[src/core/uart_mode_pkg.sv]
// constants, field layout and encodings of the serial port mode block
// assumes a 16-bit register port with indexed addresses and one 10 MHz clock
// =========================================================================
// Operation
// RULE1 - The receive line idles high unless the polarity-invert bit (mode bit 4, reset 0) is set.
// RULE2 - Any departure of the receive line from its idle level starts start-bit detection.
// RULE3 - Sleep stops the sampling clock, so the first character after a line wake-up is invalid.
// RULE4 - With wake set, sleep still samples the line, flags its fall, and clears wake on next rise.
// RULE5 - Mode bit 11 set puts the request pin in simplex use, clear puts it in flow control.
// RULE6 - The infrared codec works only in the 16x rate mode, with high-speed select at 0.
// RULE7 - Module enable at 0 releases the pins and idles the logic, at 1 pins follow pin select.
package uart_mode_pkg;
  // =======================================================================
  // register port
  localparam int           ADDR_W       = 3;
  localparam logic [2:0]   ADDR_MODE    = 3'h0;
  localparam logic [2:0]   ADDR_STATUS  = 3'h1;
  localparam logic [2:0]   ADDR_TXDATA  = 3'h2;
  localparam logic [2:0]   ADDR_RXDATA  = 3'h3;
  localparam logic [2:0]   ADDR_RATE    = 3'h4;
  // =======================================================================
  // mode register fields
  localparam logic [15:0]  MODE_RESET   = 16'h0000;
  localparam logic [15:0]  MODE_WMASK   = 16'hbbff;
  localparam int           ENABLE_BIT   = 15;
  localparam int           STOP_IDLE_BIT = 13;
  localparam int           IR_BIT       = 12;
  localparam int           RTS_MODE_BIT = 11;
  localparam int           PIN_SEL_MSB  = 9;
  localparam int           PIN_SEL_LSB  = 8;
  localparam int           WAKE_BIT     = 7;
  localparam int           LOOP_BIT     = 6;
  localparam int           AUTO_RATE_BIT = 5;
  localparam int           RX_INV_BIT   = 4;
  localparam int           HIGH_SPEED_BIT = 3;
  localparam int           FMT_MSB      = 2;
  localparam int           FMT_LSB      = 1;
  localparam int           STOP_SEL_BIT = 0;
  // =======================================================================
  // status and receive word fields, rate register reset
  localparam int           STAT_AVAIL_BIT   = 0;
  localparam int           STAT_TX_BUSY_BIT = 1;
  localparam int           STAT_RX_BUSY_BIT = 2;
  localparam int           STAT_OVERRUN_BIT = 3;
  localparam int           RX_WORD_W        = 12;
  localparam logic [15:0]  RATE_RESET       = 16'h0000;
  // =======================================================================
  // bit timing in rate ticks, and last data bit index per format
  localparam logic [4:0]   TICKS_NORMAL   = 5'h10;
  localparam logic [4:0]   TICKS_FAST     = 5'h04;
  localparam logic [4:0]   IR_PULSE_TICKS = 5'h03;
  localparam logic [3:0]   EIGHT_LAST     = 4'h7;
  localparam logic [3:0]   NINE_LAST      = 4'h8;

  typedef enum logic [1:0] {
    PINS_TXRX    = 2'b00,
    PINS_RTS     = 2'b01,
    PINS_RTS_CTS = 2'b10,
    PINS_CLK     = 2'b11
  } pin_sel_t;

  typedef enum logic [1:0] {
    FMT_8N = 2'b00,
    FMT_8E = 2'b01,
    FMT_8O = 2'b10,
    FMT_9N = 2'b11
  } frame_fmt_t;

  typedef enum logic [2:0] {
    ST_IDLE   = 3'b000,
    ST_START  = 3'b001,
    ST_DATA   = 3'b010,
    ST_PARITY = 3'b011,
    ST_STOP   = 3'b100,
    ST_STOP2  = 3'b101
  } line_state_t;
endpackage : uart_mode_pkg

[src/core/pin_sync.sv]
// two-flop synchroniser for pin inputs
// assumes the inputs are asynchronous to i_clk
`timescale 1ns/1ns
module pin_sync #(
  parameter int           W   = 1,
  parameter logic [W-1:0] RST = '1
) (
  input  wire logic         i_clk,   // clock
  input  wire logic         i_rst_b, // async reset, low
  input  wire logic [W-1:0] i_d,     // raw pins
  output logic      [W-1:0] o_q      // synchronised
);
  logic [W-1:0] meta;

  always_ff @(posedge i_clk or negedge i_rst_b) begin
    if (!i_rst_b) begin
      meta <= RST;
      o_q  <= RST;
    end else begin
      meta <= i_d;
      o_q  <= meta;
    end
  end
endmodule : pin_sync

[src/core/word_buffer.sv]
// small fifo with valid and ready on both sides
// assumes power-of-two depth; a stalled drain holds the fill side off
`timescale 1ns/1ns
module word_buffer #(
  parameter int W     = 12,
  parameter int DEPTH = 2
) (
  input  wire logic         i_clk,       // clock
  input  wire logic         i_rst_b,     // async reset, low
  input  wire logic         i_in_valid,  // word offered
  output logic              o_in_ready,  // room for a word
  input  wire logic [W-1:0] i_in_data,   // word in
  output logic              o_out_valid, // word held
  input  wire logic         i_out_ready, // drain takes word
  output logic      [W-1:0] o_out_data   // head word
);
  localparam int PW = (DEPTH > 1) ? $clog2(DEPTH) : 1;

  if (DEPTH < 2 || (DEPTH & (DEPTH - 1)) != 0) begin : g_bad_depth
    $error("word_buffer depth must be a power of two, at least 2");
  end

  logic [W-1:0]  mem [DEPTH];
  logic [PW-1:0] wr_ptr;
  logic [PW-1:0] rd_ptr;
  logic [PW:0]   count;
  wire           push = i_in_valid & o_in_ready;
  wire           pop  = o_out_valid & i_out_ready;

  assign o_in_ready  = (count != (PW+1)'(DEPTH));
  assign o_out_valid = (count != '0);
  assign o_out_data  = mem[rd_ptr];

  always_ff @(posedge i_clk) begin
    if (push) begin
      mem[wr_ptr] <= i_in_data;
    end
  end

  always_ff @(posedge i_clk or negedge i_rst_b) begin
    if (!i_rst_b) begin
      wr_ptr <= '0;
      rd_ptr <= '0;
      count  <= '0;
    end else begin
      if (push) wr_ptr <= wr_ptr + 1'b1;
      if (pop) rd_ptr <= rd_ptr + 1'b1;
      case ({push, pop})
        2'b10:   count <= count + 1'b1;
        2'b01:   count <= count - 1'b1;
        default: count <= count;
      endcase
    end
  end
endmodule : word_buffer

[src/core/uart_mode_control.sv]
// serial port with mode register, wake-up, pin control and infrared codec
// assumes a single-cycle register port, pins synchronised here, 10 MHz clock
`timescale 1ns/1ns
module uart_mode_control #(
  parameter int RATE_W    = 16,
  parameter int BUF_DEPTH = 2
) (
  input  wire logic                             i_clk,          // 10 MHz clock
  input  wire logic                             i_rst_b,        // async reset, low
  input  wire logic [uart_mode_pkg::ADDR_W-1:0] i_addr,         // register index
  input  wire logic [15:0]                      i_wdata,        // write data
  input  wire logic                             i_wr,           // write strobe
  input  wire logic                             i_rd,           // read strobe
  output logic      [15:0]                      o_rdata,        // read data, next cycle
  input  wire logic                             i_sleep,        // device asleep
  input  wire logic                             i_idle,         // device idle
  input  wire logic                             i_receive_line, // receive pin
  input  wire logic                             i_cts_b,        // clear to send, low
  output logic                                  o_tx,           // transmit pin level
  output logic                                  o_tx_oe,        // transmit pin driven
  output logic                                  o_request_to_send_line_b, // request, low
  output logic                                  o_request_oe,   // request pin driven
  output logic                                  o_bclk,         // rate clock out
  output logic                                  o_bclk_oe,      // rate clock pin driven
  output logic                                  o_wake_irq      // wake event pulse
);
  import uart_mode_pkg::*;

  if (RATE_W < 1 || RATE_W > 16) begin : g_bad_rate
    $error("uart_mode_control rate width must be 1 to 16");
  end

  // =======================================================================
  // mode fields
  logic [15:0]       serial_port_mode_reg;
  logic [RATE_W-1:0] rate_div;
  wire port_module_enable      = serial_port_mode_reg[ENABLE_BIT];
  wire stop_when_idle          = serial_port_mode_reg[STOP_IDLE_BIT];
  wire infrared_codec_enable   = serial_port_mode_reg[IR_BIT];
  wire request_pin_mode        = serial_port_mode_reg[RTS_MODE_BIT];
  wire wake_enable             = serial_port_mode_reg[WAKE_BIT];
  wire loop_back_enable        = serial_port_mode_reg[LOOP_BIT];
  wire receive_polarity_invert = serial_port_mode_reg[RX_INV_BIT];
  wire high_speed_rate_select  = serial_port_mode_reg[HIGH_SPEED_BIT];
  wire stop_bit_select         = serial_port_mode_reg[STOP_SEL_BIT];
  wire pin_sel_t pin_usage_select =
    pin_sel_t'(serial_port_mode_reg[PIN_SEL_MSB:PIN_SEL_LSB]);
  wire frame_fmt_t parity_width_select =
    frame_fmt_t'(serial_port_mode_reg[FMT_MSB:FMT_LSB]);

  // =======================================================================
  // pins, timing base
  logic [1:0] pins_s;
  pin_sync #(.W(2), .RST(2'b11)) u_pin_sync (
    .i_clk   (i_clk),
    .i_rst_b (i_rst_b),
    .i_d     ({i_cts_b, i_receive_line}),
    .o_q     (pins_s)
  );
  wire rx_pin_s = pins_s[0];
  wire cts_b_s  = pins_s[1];

  // sleep, or idle with stop set, stands for stopped peripheral clocks
  wire frozen = i_sleep | (stop_when_idle & i_idle);                      // [RULE3]
  wire run    = port_module_enable & ~frozen;                             // [RULE7]

  logic [RATE_W-1:0] brg_cnt;
  wire        tick     = run & (brg_cnt == rate_div);
  wire        ir_on    = infrared_codec_enable & ~high_speed_rate_select; // [RULE6]
  wire [4:0]  tpb      = high_speed_rate_select ? TICKS_FAST : TICKS_NORMAL;
  wire [4:0]  half_m1  = (tpb >> 1) - 5'h01;
  wire [4:0]  bit_m1   = tpb - 5'h01;
  wire        fmt9     = (parity_width_select == FMT_9N);
  wire        has_par  = (parity_width_select == FMT_8E) |
                         (parity_width_select == FMT_8O);
  wire        odd_par  = (parity_width_select == FMT_8O);
  wire [3:0]  last_bit = fmt9 ? NINE_LAST : EIGHT_LAST;

  always_ff @(posedge i_clk or negedge i_rst_b) begin
    if (!i_rst_b) begin
      brg_cnt <= '0;
    end else if (!port_module_enable) begin
      brg_cnt <= '0;
    end else if (run) begin
      brg_cnt <= tick ? '0 : brg_cnt + 1'b1;
    end
  end

  // =======================================================================
  // transmitter
  line_state_t tx_state;
  logic [4:0]  tx_cnt;
  logic [3:0]  tx_idx;
  logic [8:0]  tx_shift;
  logic        tx_parb;
  logic        tx_pend;
  wire tx_wr   = i_wr & (i_addr == ADDR_TXDATA);
  wire tx_busy = tx_pend | (tx_state != ST_IDLE);
  wire cts_ok  = (pin_usage_select != PINS_RTS_CTS) | ~cts_b_s;
  wire tx_step = tick & (tx_cnt == bit_m1);
  wire tx_level = (tx_state == ST_START)  ? 1'b0 :
                  (tx_state == ST_DATA)   ? tx_shift[tx_idx] :
                  (tx_state == ST_PARITY) ? tx_parb : 1'b1;
  // a zero bit becomes a short pulse in the first ticks of the bit
  wire tx_enc = ir_on ? (tx_level | (tx_cnt >= IR_PULSE_TICKS)) : tx_level; // [RULE6]

  always_ff @(posedge i_clk or negedge i_rst_b) begin
    if (!i_rst_b) begin
      tx_state <= ST_IDLE;
      tx_cnt   <= 5'h00;
      tx_idx   <= 4'h0;
      tx_shift <= 9'h000;
      tx_parb  <= 1'b0;
      tx_pend  <= 1'b0;
    end else if (!port_module_enable) begin
      tx_state <= ST_IDLE;                                                // [RULE7]
      tx_pend  <= 1'b0;
    end else begin
      // a write while busy is dropped; software polls the busy flag
      if (tx_wr && !tx_busy) begin
        tx_shift <= {i_wdata[8] & fmt9, i_wdata[7:0]};
        tx_parb  <= (^i_wdata[7:0]) ^ odd_par;
        tx_pend  <= 1'b1;
      end
      if (run) begin
        if (tx_state == ST_IDLE) tx_cnt <= 5'h00;
        else if (tick) tx_cnt <= tx_step ? 5'h00 : tx_cnt + 5'h01;
        case (tx_state)
          ST_IDLE: begin
            if (tx_pend && cts_ok) begin
              tx_state <= ST_START;
              tx_pend  <= 1'b0;
            end
          end
          ST_START: begin
            if (tx_step) begin
              tx_idx   <= 4'h0;
              tx_state <= ST_DATA;
            end
          end
          ST_DATA: begin
            if (tx_step) begin
              tx_idx <= tx_idx + 4'h1;
              if (tx_idx == last_bit) tx_state <= has_par ? ST_PARITY : ST_STOP;
            end
          end
          ST_PARITY: if (tx_step) tx_state <= ST_STOP;
          ST_STOP:   if (tx_step) tx_state <= stop_bit_select ? ST_STOP2 : ST_IDLE;
          ST_STOP2:  if (tx_step) tx_state <= ST_IDLE;
          default:   tx_state <= ST_IDLE;
        endcase
      end
    end
  end

  // =======================================================================
  // receive line conditioning
  wire rx_raw  = loop_back_enable ? tx_level : rx_pin_s;
  wire rx_norm = rx_raw ^ receive_polarity_invert;                        // [RULE1]
  logic [4:0] ir_cnt;
  // a short infrared pulse is stretched to one bit time
  wire rx_bit = ir_on ? (rx_norm & (ir_cnt == 5'h00)) : rx_norm;          // [RULE6]

  always_ff @(posedge i_clk or negedge i_rst_b) begin
    if (!i_rst_b) begin
      ir_cnt <= 5'h00;
    end else if (!ir_on || !run) begin
      ir_cnt <= 5'h00;
    end else if (!rx_norm) begin
      ir_cnt <= tpb;
    end else if (tick && ir_cnt != 5'h00) begin
      ir_cnt <= ir_cnt - 5'h01;
    end
  end

  // =======================================================================
  // receiver
  line_state_t rx_state;
  logic [4:0]  rx_cnt;
  logic [3:0]  rx_idx;
  logic [8:0]  rx_shift;
  logic        rx_perr;
  logic        rx_desync;
  logic        buf_room;
  logic        buf_avail;
  logic [RX_WORD_W-1:0] buf_word;
  wire rx_samp = tick & (rx_cnt == ((rx_state == ST_START) ? half_m1 : bit_m1));
  wire rx_done = run & (rx_state == ST_STOP) & rx_samp;
  wire rx_pop  = i_rd & (i_addr == ADDR_RXDATA);

  always_ff @(posedge i_clk or negedge i_rst_b) begin
    if (!i_rst_b) begin
      rx_state <= ST_IDLE;
      rx_cnt   <= 5'h00;
      rx_idx   <= 4'h0;
      rx_shift <= 9'h000;
      rx_perr  <= 1'b0;
    end else if (!port_module_enable) begin
      rx_state <= ST_IDLE;                                                // [RULE7]
    end else if (run) begin
      if (rx_state == ST_IDLE) rx_cnt <= 5'h00;
      else if (tick) rx_cnt <= rx_samp ? 5'h00 : rx_cnt + 5'h01;
      case (rx_state)
        // a floating line can start a spurious frame here
        ST_IDLE: if (!rx_bit) rx_state <= ST_START;                       // [RULE2]
        ST_START: begin
          if (rx_samp) begin
            rx_idx   <= 4'h0;
            rx_shift <= 9'h000;
            rx_perr  <= 1'b0;
            rx_state <= rx_bit ? ST_IDLE : ST_DATA;
          end
        end
        ST_DATA: begin
          if (rx_samp) begin
            rx_shift[rx_idx] <= rx_bit;
            rx_idx <= rx_idx + 4'h1;
            if (rx_idx == last_bit) rx_state <= has_par ? ST_PARITY : ST_STOP;
          end
        end
        ST_PARITY: begin
          if (rx_samp) begin
            rx_perr  <= rx_bit ^ (^rx_shift[7:0]) ^ odd_par;
            rx_state <= ST_STOP;
          end
        end
        ST_STOP: if (rx_samp) rx_state <= ST_IDLE;
        default: rx_state <= ST_IDLE;
      endcase
    end
  end

  word_buffer #(.W(RX_WORD_W), .DEPTH(BUF_DEPTH)) u_rx_buffer (
    .i_clk       (i_clk),
    .i_rst_b     (i_rst_b),
    .i_in_valid  (rx_done),
    .o_in_ready  (buf_room),
    .i_in_data   ({rx_desync, ~rx_bit, rx_perr, rx_shift}),
    .o_out_valid (buf_avail),
    .i_out_ready (rx_pop),
    .o_out_data  (buf_word)
  );

  // =======================================================================
  // wake from sleep
  logic rx_prev;
  logic wake_seen;
  wire  rx_fall   = rx_prev & ~rx_pin_s;
  wire  rx_rise   = ~rx_prev & rx_pin_s;
  wire  wake_fall = i_sleep & port_module_enable & wake_enable & rx_fall; // [RULE4]
  wire  wake_clr  = wake_seen & rx_rise;                                  // [RULE4]

  always_ff @(posedge i_clk or negedge i_rst_b) begin
    if (!i_rst_b) begin
      rx_prev    <= 1'b1;
      wake_seen  <= 1'b0;
      o_wake_irq <= 1'b0;
      rx_desync  <= 1'b0;
    end else begin
      rx_prev    <= rx_pin_s;
      o_wake_irq <= wake_fall;                                            // [RULE4]
      wake_seen  <= wake_fall | (wake_seen & wake_enable & ~rx_rise);
      // bit timing is lost across sleep: the next word is marked invalid
      rx_desync  <= wake_fall | (rx_desync & ~rx_done);                   // [RULE3]
    end
  end

  // =======================================================================
  // registers
  logic overrun;
  wire  mode_wr = i_wr & (i_addr == ADDR_MODE);
  wire  stat_wr = i_wr & (i_addr == ADDR_STATUS);
  wire  rate_wr = i_wr & (i_addr == ADDR_RATE);

  always_ff @(posedge i_clk or negedge i_rst_b) begin
    if (!i_rst_b) begin
      serial_port_mode_reg <= MODE_RESET;
      rate_div             <= RATE_W'(RATE_RESET);
      overrun              <= 1'b0;
    end else begin
      // a software write wins over a hardware clear in the same cycle
      if (mode_wr) begin
        serial_port_mode_reg <= i_wdata & MODE_WMASK;
      end else begin
        if (wake_clr) serial_port_mode_reg[WAKE_BIT] <= 1'b0;             // [RULE4]
        if (rx_done) serial_port_mode_reg[AUTO_RATE_BIT] <= 1'b0;
      end
      if (rate_wr) rate_div <= i_wdata[RATE_W-1:0];
      overrun <= (rx_done & ~buf_room) |
                 (overrun & ~(stat_wr & i_wdata[STAT_OVERRUN_BIT]));
    end
  end

  wire [15:0] status_word = {12'h000, overrun, (rx_state != ST_IDLE), tx_busy, buf_avail};
  wire [15:0] rx_word     = buf_avail ? {4'h0, buf_word} : 16'h0000;
  wire [15:0] rd_word     = (i_addr == ADDR_MODE)   ? serial_port_mode_reg :
                            (i_addr == ADDR_STATUS) ? status_word :
                            (i_addr == ADDR_RXDATA) ? rx_word :
                            (i_addr == ADDR_RATE)   ? 16'(rate_div) : 16'h0000;

  // =======================================================================
  // outputs
  assign o_tx_oe      = port_module_enable;                               // [RULE7]
  assign o_request_oe = port_module_enable &
                        ((pin_usage_select == PINS_RTS) |
                         (pin_usage_select == PINS_RTS_CTS));             // [RULE7]
  assign o_bclk_oe    = port_module_enable & (pin_usage_select == PINS_CLK);

  always_ff @(posedge i_clk or negedge i_rst_b) begin
    if (!i_rst_b) begin
      o_rdata                  <= 16'h0000;
      o_tx                     <= 1'b1;
      o_request_to_send_line_b <= 1'b1;
      o_bclk                   <= 1'b0;
    end else begin
      o_rdata <= i_rd ? rd_word : 16'h0000;
      o_tx    <= tx_enc;
      // simplex: asserted while sending; flow control: asserted while room
      o_request_to_send_line_b <= request_pin_mode ? ~tx_busy : ~buf_room; // [RULE5]
      if (tick) o_bclk <= ~o_bclk;
    end
  end
endmodule : uart_mode_control

[config.mk]
export PLATFORM = sky130hd
export DESIGN_NAME = uart_mode_control
export DESIGN_NICKNAME = d
export VERILOG_FILES = /design/src/core/uart_mode_pkg.sv /design/src/core/pin_sync.sv /design/src/core/word_buffer.sv /design/src/core/uart_mode_control.sv
export SDC_FILE = /design/constraint.sdc
export NUM_CORES = 1
export LEC_CHECK = 0
export ABC_AREA = 1
export BUFFER_PORTS_ARGS = -buffer_cell sky130_fd_sc_hd__buf_2
export CORE_MARGIN = 5
export CORE_UTILIZATION = 55
export DETAILED_ROUTE_END_ITERATION = 8
export GPL_TIMING_DRIVEN = 0
export PLACE_DENSITY_LB_ADDON = 0.1
export SYNTH_ARGS = -nofsm -noshare
export SYNTH_HDL_FRONTEND = slang
export SYNTH_SLANG_ARGS = --single-unit
[constraint.sdc]
create_clock -name i_clk -period 2.7 [get_ports i_clk]
set_clock_uncertainty 0.2 [all_clocks]
set_input_delay 0.135 -clock i_clk [delete_from_list [all_inputs] [get_ports i_clk]]
set_output_delay 0.135 -clock i_clk [all_outputs]
set_load 0.02 [all_outputs]
* After elaboration in Yosys (flattened, before gate mapping)
Memories as Yosys holds them, arrays and structs flattened.
Index checks and enable logic that the tools add are counted.
** Operators by class
- Add/sub/neg operators :: 12
- Order comparisons :: 4
- Equal/unequal tests :: 48
- Mux-type cells :: 79
- Bitwise gates (word level) :: 56
- Reductions and logical operators :: 34
** Operator list (count)
- 16-bit two-way mux :: 8
- 3-bit two-way mux :: 19
- 5-bit two-way mux :: 11
- 3-bit != test (second input constant) :: 11
- 1-bit bitwise AND :: 31
- 1-bit two-way mux :: 22
- 4-bit two-way mux :: 5
- 3-bit by 2-bit == test with 1-bit output (second input constant) :: 6
- 9-bit two-way mux :: 2
- 3-bit case mux with 6 select lines :: 1
- 9-bit case mux with 2 select lines :: 1
- 2-bit nonzero test :: 9
- 16-bit by 1-bit adder with 16-bit output (second input constant) :: 1
- 16-bit == test :: 1
- 4-bit case mux with 2 select lines :: 2
- 8-bit parity :: 2
- 3-bit case mux with 5 select lines :: 1
- 5-bit AND reduction :: 3
- 2-bit != test (second input constant) :: 7
- 3-bit == test (second input constant) :: 4
- 12-bit two-way mux :: 1
- 1-bit inverter :: 12
- 5-bit by 1-bit adder with 5-bit output (second input constant) :: 2
- 2-bit == test (second input constant) :: 5
- 35 further kinds :: 66
** Word-level totals
- Flip-flop bits (word level) :: 128
- RAM bits :: 24
- Bits of input ports :: 27
- Output and inout port bits :: 23
- Word-level logic and storage cells :: 265
- Memories :: 1
** Memory list
- u_rx_buffer.mem :: depth 2, width 12, read ports 1, clocked after memory_dff 0, wr ports 1, line word_buffer.sv:23 : logic [W-1:0] mem [DEPTH];

* Depth between registers and ports, before layout
- Depth in word-level cells :: 13
- Depth in mapped cells :: 17
- Mapped depth without buffers :: 17

* Cells and area by module
Synthesis repeated with hierarchy kept, for this count alone.
** Unflattened totals
- Cell total of the unflattened synthesis :: 915
- Area total of the unflattened synthesis :: 7791.2 µm²
** By module, submodules not included
- uart_mode_control :: instances 1, cells an instance 819, area each 6566.3 µm², sequential area each 3006.6 µm²
- word_buffer :: instances 1, cells an instance 92, area each 1119.8 µm², sequential area each 820.8 µm²
- pin_sync :: instances 1, cells an instance 4, area each 105.1 µm², sequential area each 105.1 µm²

* Worst setup path after synthesis
Ideal clock, no wire load.
- Path type :: reg2reg
- Start :: register brg_cnt[2]
- End :: memory u_rx_buffer.mem[1][0] (enable)
- Arrival time :: 1.996 ns
- Required time :: 2.120 ns
- Setup slack :: 0.123 ns
- Stages on the path, launching flop included :: 11
- Clock period less this slack :: 2.577 ns
- Path through :: dfrtp_1 > buf_4 > xnor2_1 > nand2_1 > nor2_1 > nand2_1 > nor2_4 > o2111ai_1 > inv_1 > nand3_1 > nor2_1
** On the way
- Word-level cells in the longest chain between the ends :: 7
** RTL lines
- start: declaration :: line uart_mode_control.sv:67 : logic [RATE_W-1:0] brg_cnt;
- start signal: assignment :: line uart_mode_control.sv:85 : brg_cnt <= tick ? '0 : brg_cnt + 1'b1;
- 16-bit == test :: line uart_mode_control.sv:68 : wire tick = run & (brg_cnt == rate_div);
- 1-bit bitwise AND :: line uart_mode_control.sv:68
- 1-bit bitwise AND :: line uart_mode_control.sv:187 : wire rx_samp = tick & (rx_cnt == ((rx_state == ST_START) ? half_m1 : bit_m1));
- 1-bit bitwise AND :: line uart_mode_control.sv:188 : wire rx_done = run & (rx_state == ST_STOP) & rx_samp;
- 1-bit bitwise AND :: line word_buffer.sv:27 : wire push = i_in_valid & o_in_ready;
- 1-bit two-way mux :: line word_buffer.sv:35 : if (push) begin
- 1-bit two-way mux (not written as such) :: line word_buffer.sv:36 : mem[wr_ptr] <= i_in_data;
- end: declaration :: line word_buffer.sv:23
No other way between the ends.

* Worst setup path after layout
- Start :: register brg_cnt[11]
- End :: register u_rx_buffer.count[1]
** On the way
- Word-level cells in the longest chain between the ends :: 7
- Elaborated cells between the ends (all ways) :: 9
** RTL lines
- 16-bit == test * :: line uart_mode_control.sv:68
- 1-bit bitwise AND * :: line uart_mode_control.sv:68
- 1-bit bitwise AND * :: line uart_mode_control.sv:187
- 1-bit bitwise AND * :: line uart_mode_control.sv:188
- 1-bit bitwise AND * :: line word_buffer.sv:27
- 2-bit by 1-bit == test with 1-bit output / 2-bit == test (equally long branches) :: line word_buffer.sv:48 : case ({push, pop})
- 2-bit case mux with 2 select lines / 2-bit nonzero test (equally long branches)
- end signal: assignment :: line word_buffer.sv:49 : 2'b10: count <= count + 1'b1;
- end signal: assignment :: line word_buffer.sv:50 : 2'b01: count <= count - 1'b1;
- end signal: assignment :: line word_buffer.sv:51 : default: count <= count;
- end: declaration :: line word_buffer.sv:26 : logic [PW:0] count;
Every way passes the cells marked *; elsewhere a longest branch is shown, timed or not.
A chain may end at the register's enable or synchronous reset.

==> results.txt <==
The flow ran to the end, and the final reports show no timing, DRC or antenna violations. The power share of the combinational group is 19.4%. The average detailed-routed wire length per instance came out at 16.2 um. The horizontal die dimension came out at 128 um. The post-synthesis register bit count is around 150.

Setup repair after global routing left no endpoint under its margin. The critical path start-end classification is register to register. Across the VDD grid, the largest voltage drop is 0.000655 V.

The clock-pin slew of the registers on the worst-case setup and hold paths is 0.06 ns. The clock net sink count came out at 152. The shortest period the worst path allows came out at 2.52 ns.

After technology mapping, the gate count stands at between 900 and 1,000. For this configuration, the core starts out at a cell density of a little under three fifths. The first-iteration detailed-routing DRC count came out at 481.

The final layout net count came out at 1,053. Counting distinct cell types in the post-synthesis netlist gives 48. The number of flip-flops under the largest register name came out at 24. The setup slack after layout is 0.184 ns. The cell sitting at the root of the clock tree is a sky130_fd_sc_hd__clkbuf_16. The number of instances in the placed design came out at 1,147. The maximum frequency from static timing analysis is 397 MHz. The pin count of the biggest net entering global routing is 87. The routed via count came out at 6,504. The share of total power in sequential cells came out at 44.2%. Before CTS, the worst setup slack after placement is -0.676 ns. The relative slew slack came out at roughly 55%.

The wire-length estimate of the detail-placed layout is 14,200 um. The number of ports placed on the die boundary is 50. The residual antenna-violating net count after detailed routing came out at 0. The remaining routing DRC violations came out at 0. The global-route total usage across every layer is 25.3%.

The number of cell instances on the worst register-to-register path came out at 14. The post-synthesis instance area is 7720 um^2. The clock network latency to the later pin of the worst-skew pair came out at 0.43 ns.

The floorplan die height came out at 128 um. The register bank with the most flops is u_rx_buffer.mem. The floorplan step defined a die boundary enclosing 16,500 um^2.

Buffers inserted during clock tree synthesis total 17. The count of buffers added on input and output ports is 49. TritonCTS built the clock tree. The total area inside the core boundary comes to 13,800 um^2. The internal power contribution is between 4 and 5 mW. The kind of end point of the critical path is a register. For the pin with the worst max-slew slack, the measured transition is 0.675 ns. In the synthesized netlist the dominant register cell turns out to be sky130_fd_sc_hd__dfrtp_1. After synthesis, flip-flops and latches occupy 50.9% of the total area. In this design, the stage delay of the slowest critical-path cell is 0.42 ns. Row generation in the floorplan step produced 43 rows. Among the stages of the critical path, the cell type that occurs most often is sky130_fd_sc_hd__nand2_1. The global-route wire length before repair came out at around 32,000 um. The largest individual stage delay along the critical path comes from the cell sky130_fd_sc_hd__dfrtp_1. No sink is reached through more buffers than the 2 on the longest clock path.

The analysis attributes to cell leakage a power of about 4.3 nW. After layout, the worst path uses 93.2% of the clock period. The total nets after synthesis came out at 958. The iteration count of the initial detailed-routing pass is 6. The number of enable-type register cells in the synthesized netlist is 24. The initial antenna violation count was 0. The switching part of the total is between 30% and 40%.

The post-detailed-placement cell area came out at between 8000 and 9000 um^2. The number of global-route vias before repair was 6,240. The critical path data arrival time came out at 2.63 ns. The count of yosys warnings during synthesis is 0. Max-cap violations in this run came to 0. From synthesis to final layout, the design area changed by 18.1%. The antenna cell count is 0.

STA classifies the critical path startpoint as a register. The non-filler instance count after layout is 1,205. The final routed wirelength across all metal layers is 19,500 um. After synthesis, the mean cell area works out to 8.42 um^2. The CTS H-tree depth came out at 4. The number of fillers in the final layout is 1,115. The sequential cells in the finished layout cover a total of 3930 um^2.

Traced cell by cell, the critical path runs through inv_2, nand2_1, nand2_1, nand2_1, nor2_1, nand2_1, nor2_4, o2111ai_2, inv_2, nand3_4, ha_4, a21oi_1, o21ai_0, xnor2_1. The total power density per cell area is 690 nW/um^2. The final global-route overflow total came out at 0. The finished cells cover 9120 um^2. Setup violations remaining at the end of the flow were counted as 0. The net load switching power is around 2.0 mW. The relative contribution of the clock network to total power is a little over a third.

The data required time of the worst path is between 2 and 3 ns. The biggest fanout along the worst timing path came out at 5. The layout cell share with drive strength beyond 1 came out at 12.8%.

The final max-slew violation count was 0. Counting flops with an async set or reset pin after synthesis yields a share of 84.2%. The tightest min-delay check is of the input pin to asynchronous set/reset pin type. The number of hold violations in the final report is 0. In the final layout, the multi-input gates occupy around 3300 um^2. The routability congestion estimate is 0.898. The average vias per placed instance came out at 5.40.
-- cells in the final DEF, fill, tap and decap left out, types with 4 or more instances in the layout --
master,Yosys,routed
sky130_fd_sc_hd__dlygate4sd3_1,0,26
sky130_fd_sc_hd__nand2_1,196,196
sky130_fd_sc_hd__o21ai_1,19,19
sky130_fd_sc_hd__inv_1,121,119
sky130_fd_sc_hd__nor3_1,12,12
sky130_fd_sc_hd__ha_1,14,13
sky130_fd_sc_hd__clkbuf_16,0,17
sky130_fd_sc_hd__edfxtp_1,24,24
sky130_fd_sc_hd__xor2_1,20,20
sky130_fd_sc_hd__o21ai_0,88,88
sky130_fd_sc_hd__o31ai_1,4,4
sky130_fd_sc_hd__buf_2,4,52
sky130_fd_sc_hd__clkinvlp_4,0,4
sky130_fd_sc_hd__nor4_1,5,5
sky130_fd_sc_hd__o22ai_1,8,8
sky130_fd_sc_hd__nor2_2,5,5
sky130_fd_sc_hd__nand3_1,47,45
sky130_fd_sc_hd__clkbuf_1,15,14
sky130_fd_sc_hd__nand4_1,10,10
sky130_fd_sc_hd__nor2_4,4,7
sky130_fd_sc_hd__inv_2,5,6
sky130_fd_sc_hd__dfstp_2,7,7
sky130_fd_sc_hd__clkinv_1,1,4
sky130_fd_sc_hd__o211ai_1,9,9
sky130_fd_sc_hd__o311ai_0,4,4
sky130_fd_sc_hd__xnor2_1,25,25
sky130_fd_sc_hd__dfrtp_1,121,121
sky130_fd_sc_hd__a21oi_1,32,32
sky130_fd_sc_hd__nor2_1,87,84
-- cell families after synthesis --
| logic type | after synthesis | share of synthesized area, % |
|---|---|---|
| simple gates | 377 | 21.1 |
| compound gates | 179 | 13.0 |
| flops | 152 | 50.9 |
| buf+inv | 149 | 7.42 |
| xor+xnor | 45 | 5.11 |
| fa+ha+maj | 14 | 2.27 |
| mux | 1 | 0.146 |
-- layer usage --
metal | up-vias | global-route usage [%] | part of all wire, %
met3 | 46 | 6.23 | 6.0
met5 | - | 0 | 0
met1 | 3078 | 33.8 | 43
met4 | 0 | 8.99 | 2.5
met2 | 203 | 40.5 | 48
li1 | 3177 | - | -
-- synthesized netlist by cell type (2+ instances only) --
library cell | instances | area [um^2]
sky130_fd_sc_hd__nor2_2 | 5 | 31.3
sky130_fd_sc_hd__xnor2_1 | 25 | 219
sky130_fd_sc_hd__clkbuf_1 | 15 | 56.3
sky130_fd_sc_hd__nor3_1 | 12 | 60.1
sky130_fd_sc_hd__or2_2 | 3 | 18.8
sky130_fd_sc_hd__inv_2 | 5 | 18.8
sky130_fd_sc_hd__inv_1 | 121 | 454
sky130_fd_sc_hd__o32ai_1 | 2 | 17.5
sky130_fd_sc_hd__a21oi_1 | 32 | 160
sky130_fd_sc_hd__dfrtp_1 | 121 | 3030
sky130_fd_sc_hd__nor4_1 | 5 | 31.3
sky130_fd_sc_hd__o21ai_1 | 19 | 95.1
sky130_fd_sc_hd__buf_2 | 4 | 20.0
sky130_fd_sc_hd__nand2_1 | 196 | 736
sky130_fd_sc_hd__o311ai_0 | 4 | 35.0
sky130_fd_sc_hd__edfxtp_1 | 24 | 721
sky130_fd_sc_hd__nand2_4 | 3 | 33.8
sky130_fd_sc_hd__nor2_4 | 4 | 45.0
sky130_fd_sc_hd__a22o_1 | 2 | 17.5
sky130_fd_sc_hd__ha_1 | 14 | 175
sky130_fd_sc_hd__o211ai_1 | 9 | 67.6
sky130_fd_sc_hd__xor2_1 | 20 | 175
sky130_fd_sc_hd__o21ai_0 | 88 | 440
sky130_fd_sc_hd__o22ai_1 | 8 | 50.1
sky130_fd_sc_hd__o31ai_1 | 4 | 30.0
sky130_fd_sc_hd__dfstp_2 | 7 | 184
sky130_fd_sc_hd__nand4_1 | 10 | 62.6
sky130_fd_sc_hd__nand3_1 | 47 | 235
sky130_fd_sc_hd__nor2_1 | 87 | 327
sky130_fd_sc_hd__o21ai_2 | 3 | 26.3
-- path summary, 6_finish.rpt --
kind	slack, ns	end	start
setup / recovery	0.18	u_rx_buffer.count[1]$_DFFE_PN0P_	brg_cnt[11]$_DFFE_PN0N_
hold / removal	0.002	tx_shift[7]$_DFFE_PN0P_	i_rst_b
setup reg to reg	0.18	u_rx_buffer.count[1]$_DFFE_PN0P_	brg_cnt[11]$_DFFE_PN0N_
hold reg to reg	0.16	u_pin_sync.o_q[0]$_DFF_PN1_	u_pin_sync.meta[0]$_DFF_PN1_
max in group asynchronous	1.48	u_pin_sync.meta[1]$_DFF_PN1_	i_rst_b
min in group i_clk	0.15	u_pin_sync.meta[1]$_DFF_PN1_	i_cts_b
-- final cells by class --
cell class | instances | area share (%)
well taps | 180 | 2.47
multi-input cells | 616 | 35.9
plain buffers | 19 | 0.892
clock buffers | 18 | 4.71
clock inverters | 14 | 1.47
flip-flops and latches | 152 | 43.1
repair buffers | 78 | 6.08
inverters | 128 | 5.35
-- per-stage QoR --
| step | setup TNS, ns | util, % | power, mW | hold WS (ns) |
|---|---|---|---|---|
| after global placement | -66.71 | 59.2 | 3.95 | 0.0407 |
| after CTS | 0 | 65.7 | 6.30 | 0.00665 |
| after floorplan | 0 | - | 3.57 | -0.361 |
| after detailed placement | -16.29 | 59.5 | 3.98 | -0.114 |
| after global routing | 0 | 65.9 | 6.62 | 0.0396 |
| final | 0 | 65.9 | 6.30 | 0.00170 |
-- repair_timing --
| item | 4_1_cts | 5_1_grt |
|---|---|---|
| gates cloned | 0 | 0 |
| resized for setup | 8 | 8 |
| hold buffers | 26 | 0 |
| endpoints found under the hold margin | 175 | 0 |
| endpoints found under the setup margin | 26 | 29 |
| pin swaps | 1 | 1 |
| buffers inserted | 1 | 1 |
-- critical path: cells and delay by family (launching register included) --
kind	cells	cell delay [ns]
flops	1	0.42
buf+inv	2	0.24
compound gates	3	0.43
fa+ha+maj	1	0.26
xor+xnor	1	0.14
simple gates	7	0.70
-- power groups by stage --
stage | registers [mW] | clock network [mW] | logic (mW)
after global placement | 2.80 | 0 | 1.16
final | 2.78 | 2.29 | 1.22
after floorplan | 2.77 | 0 | 0.793
after global routing | 2.82 | 2.42 | 1.38
after detailed placement | 2.80 | 0 | 1.18
after CTS | 2.77 | 2.31 | 1.22
Power figures use the tool's default switching activity.
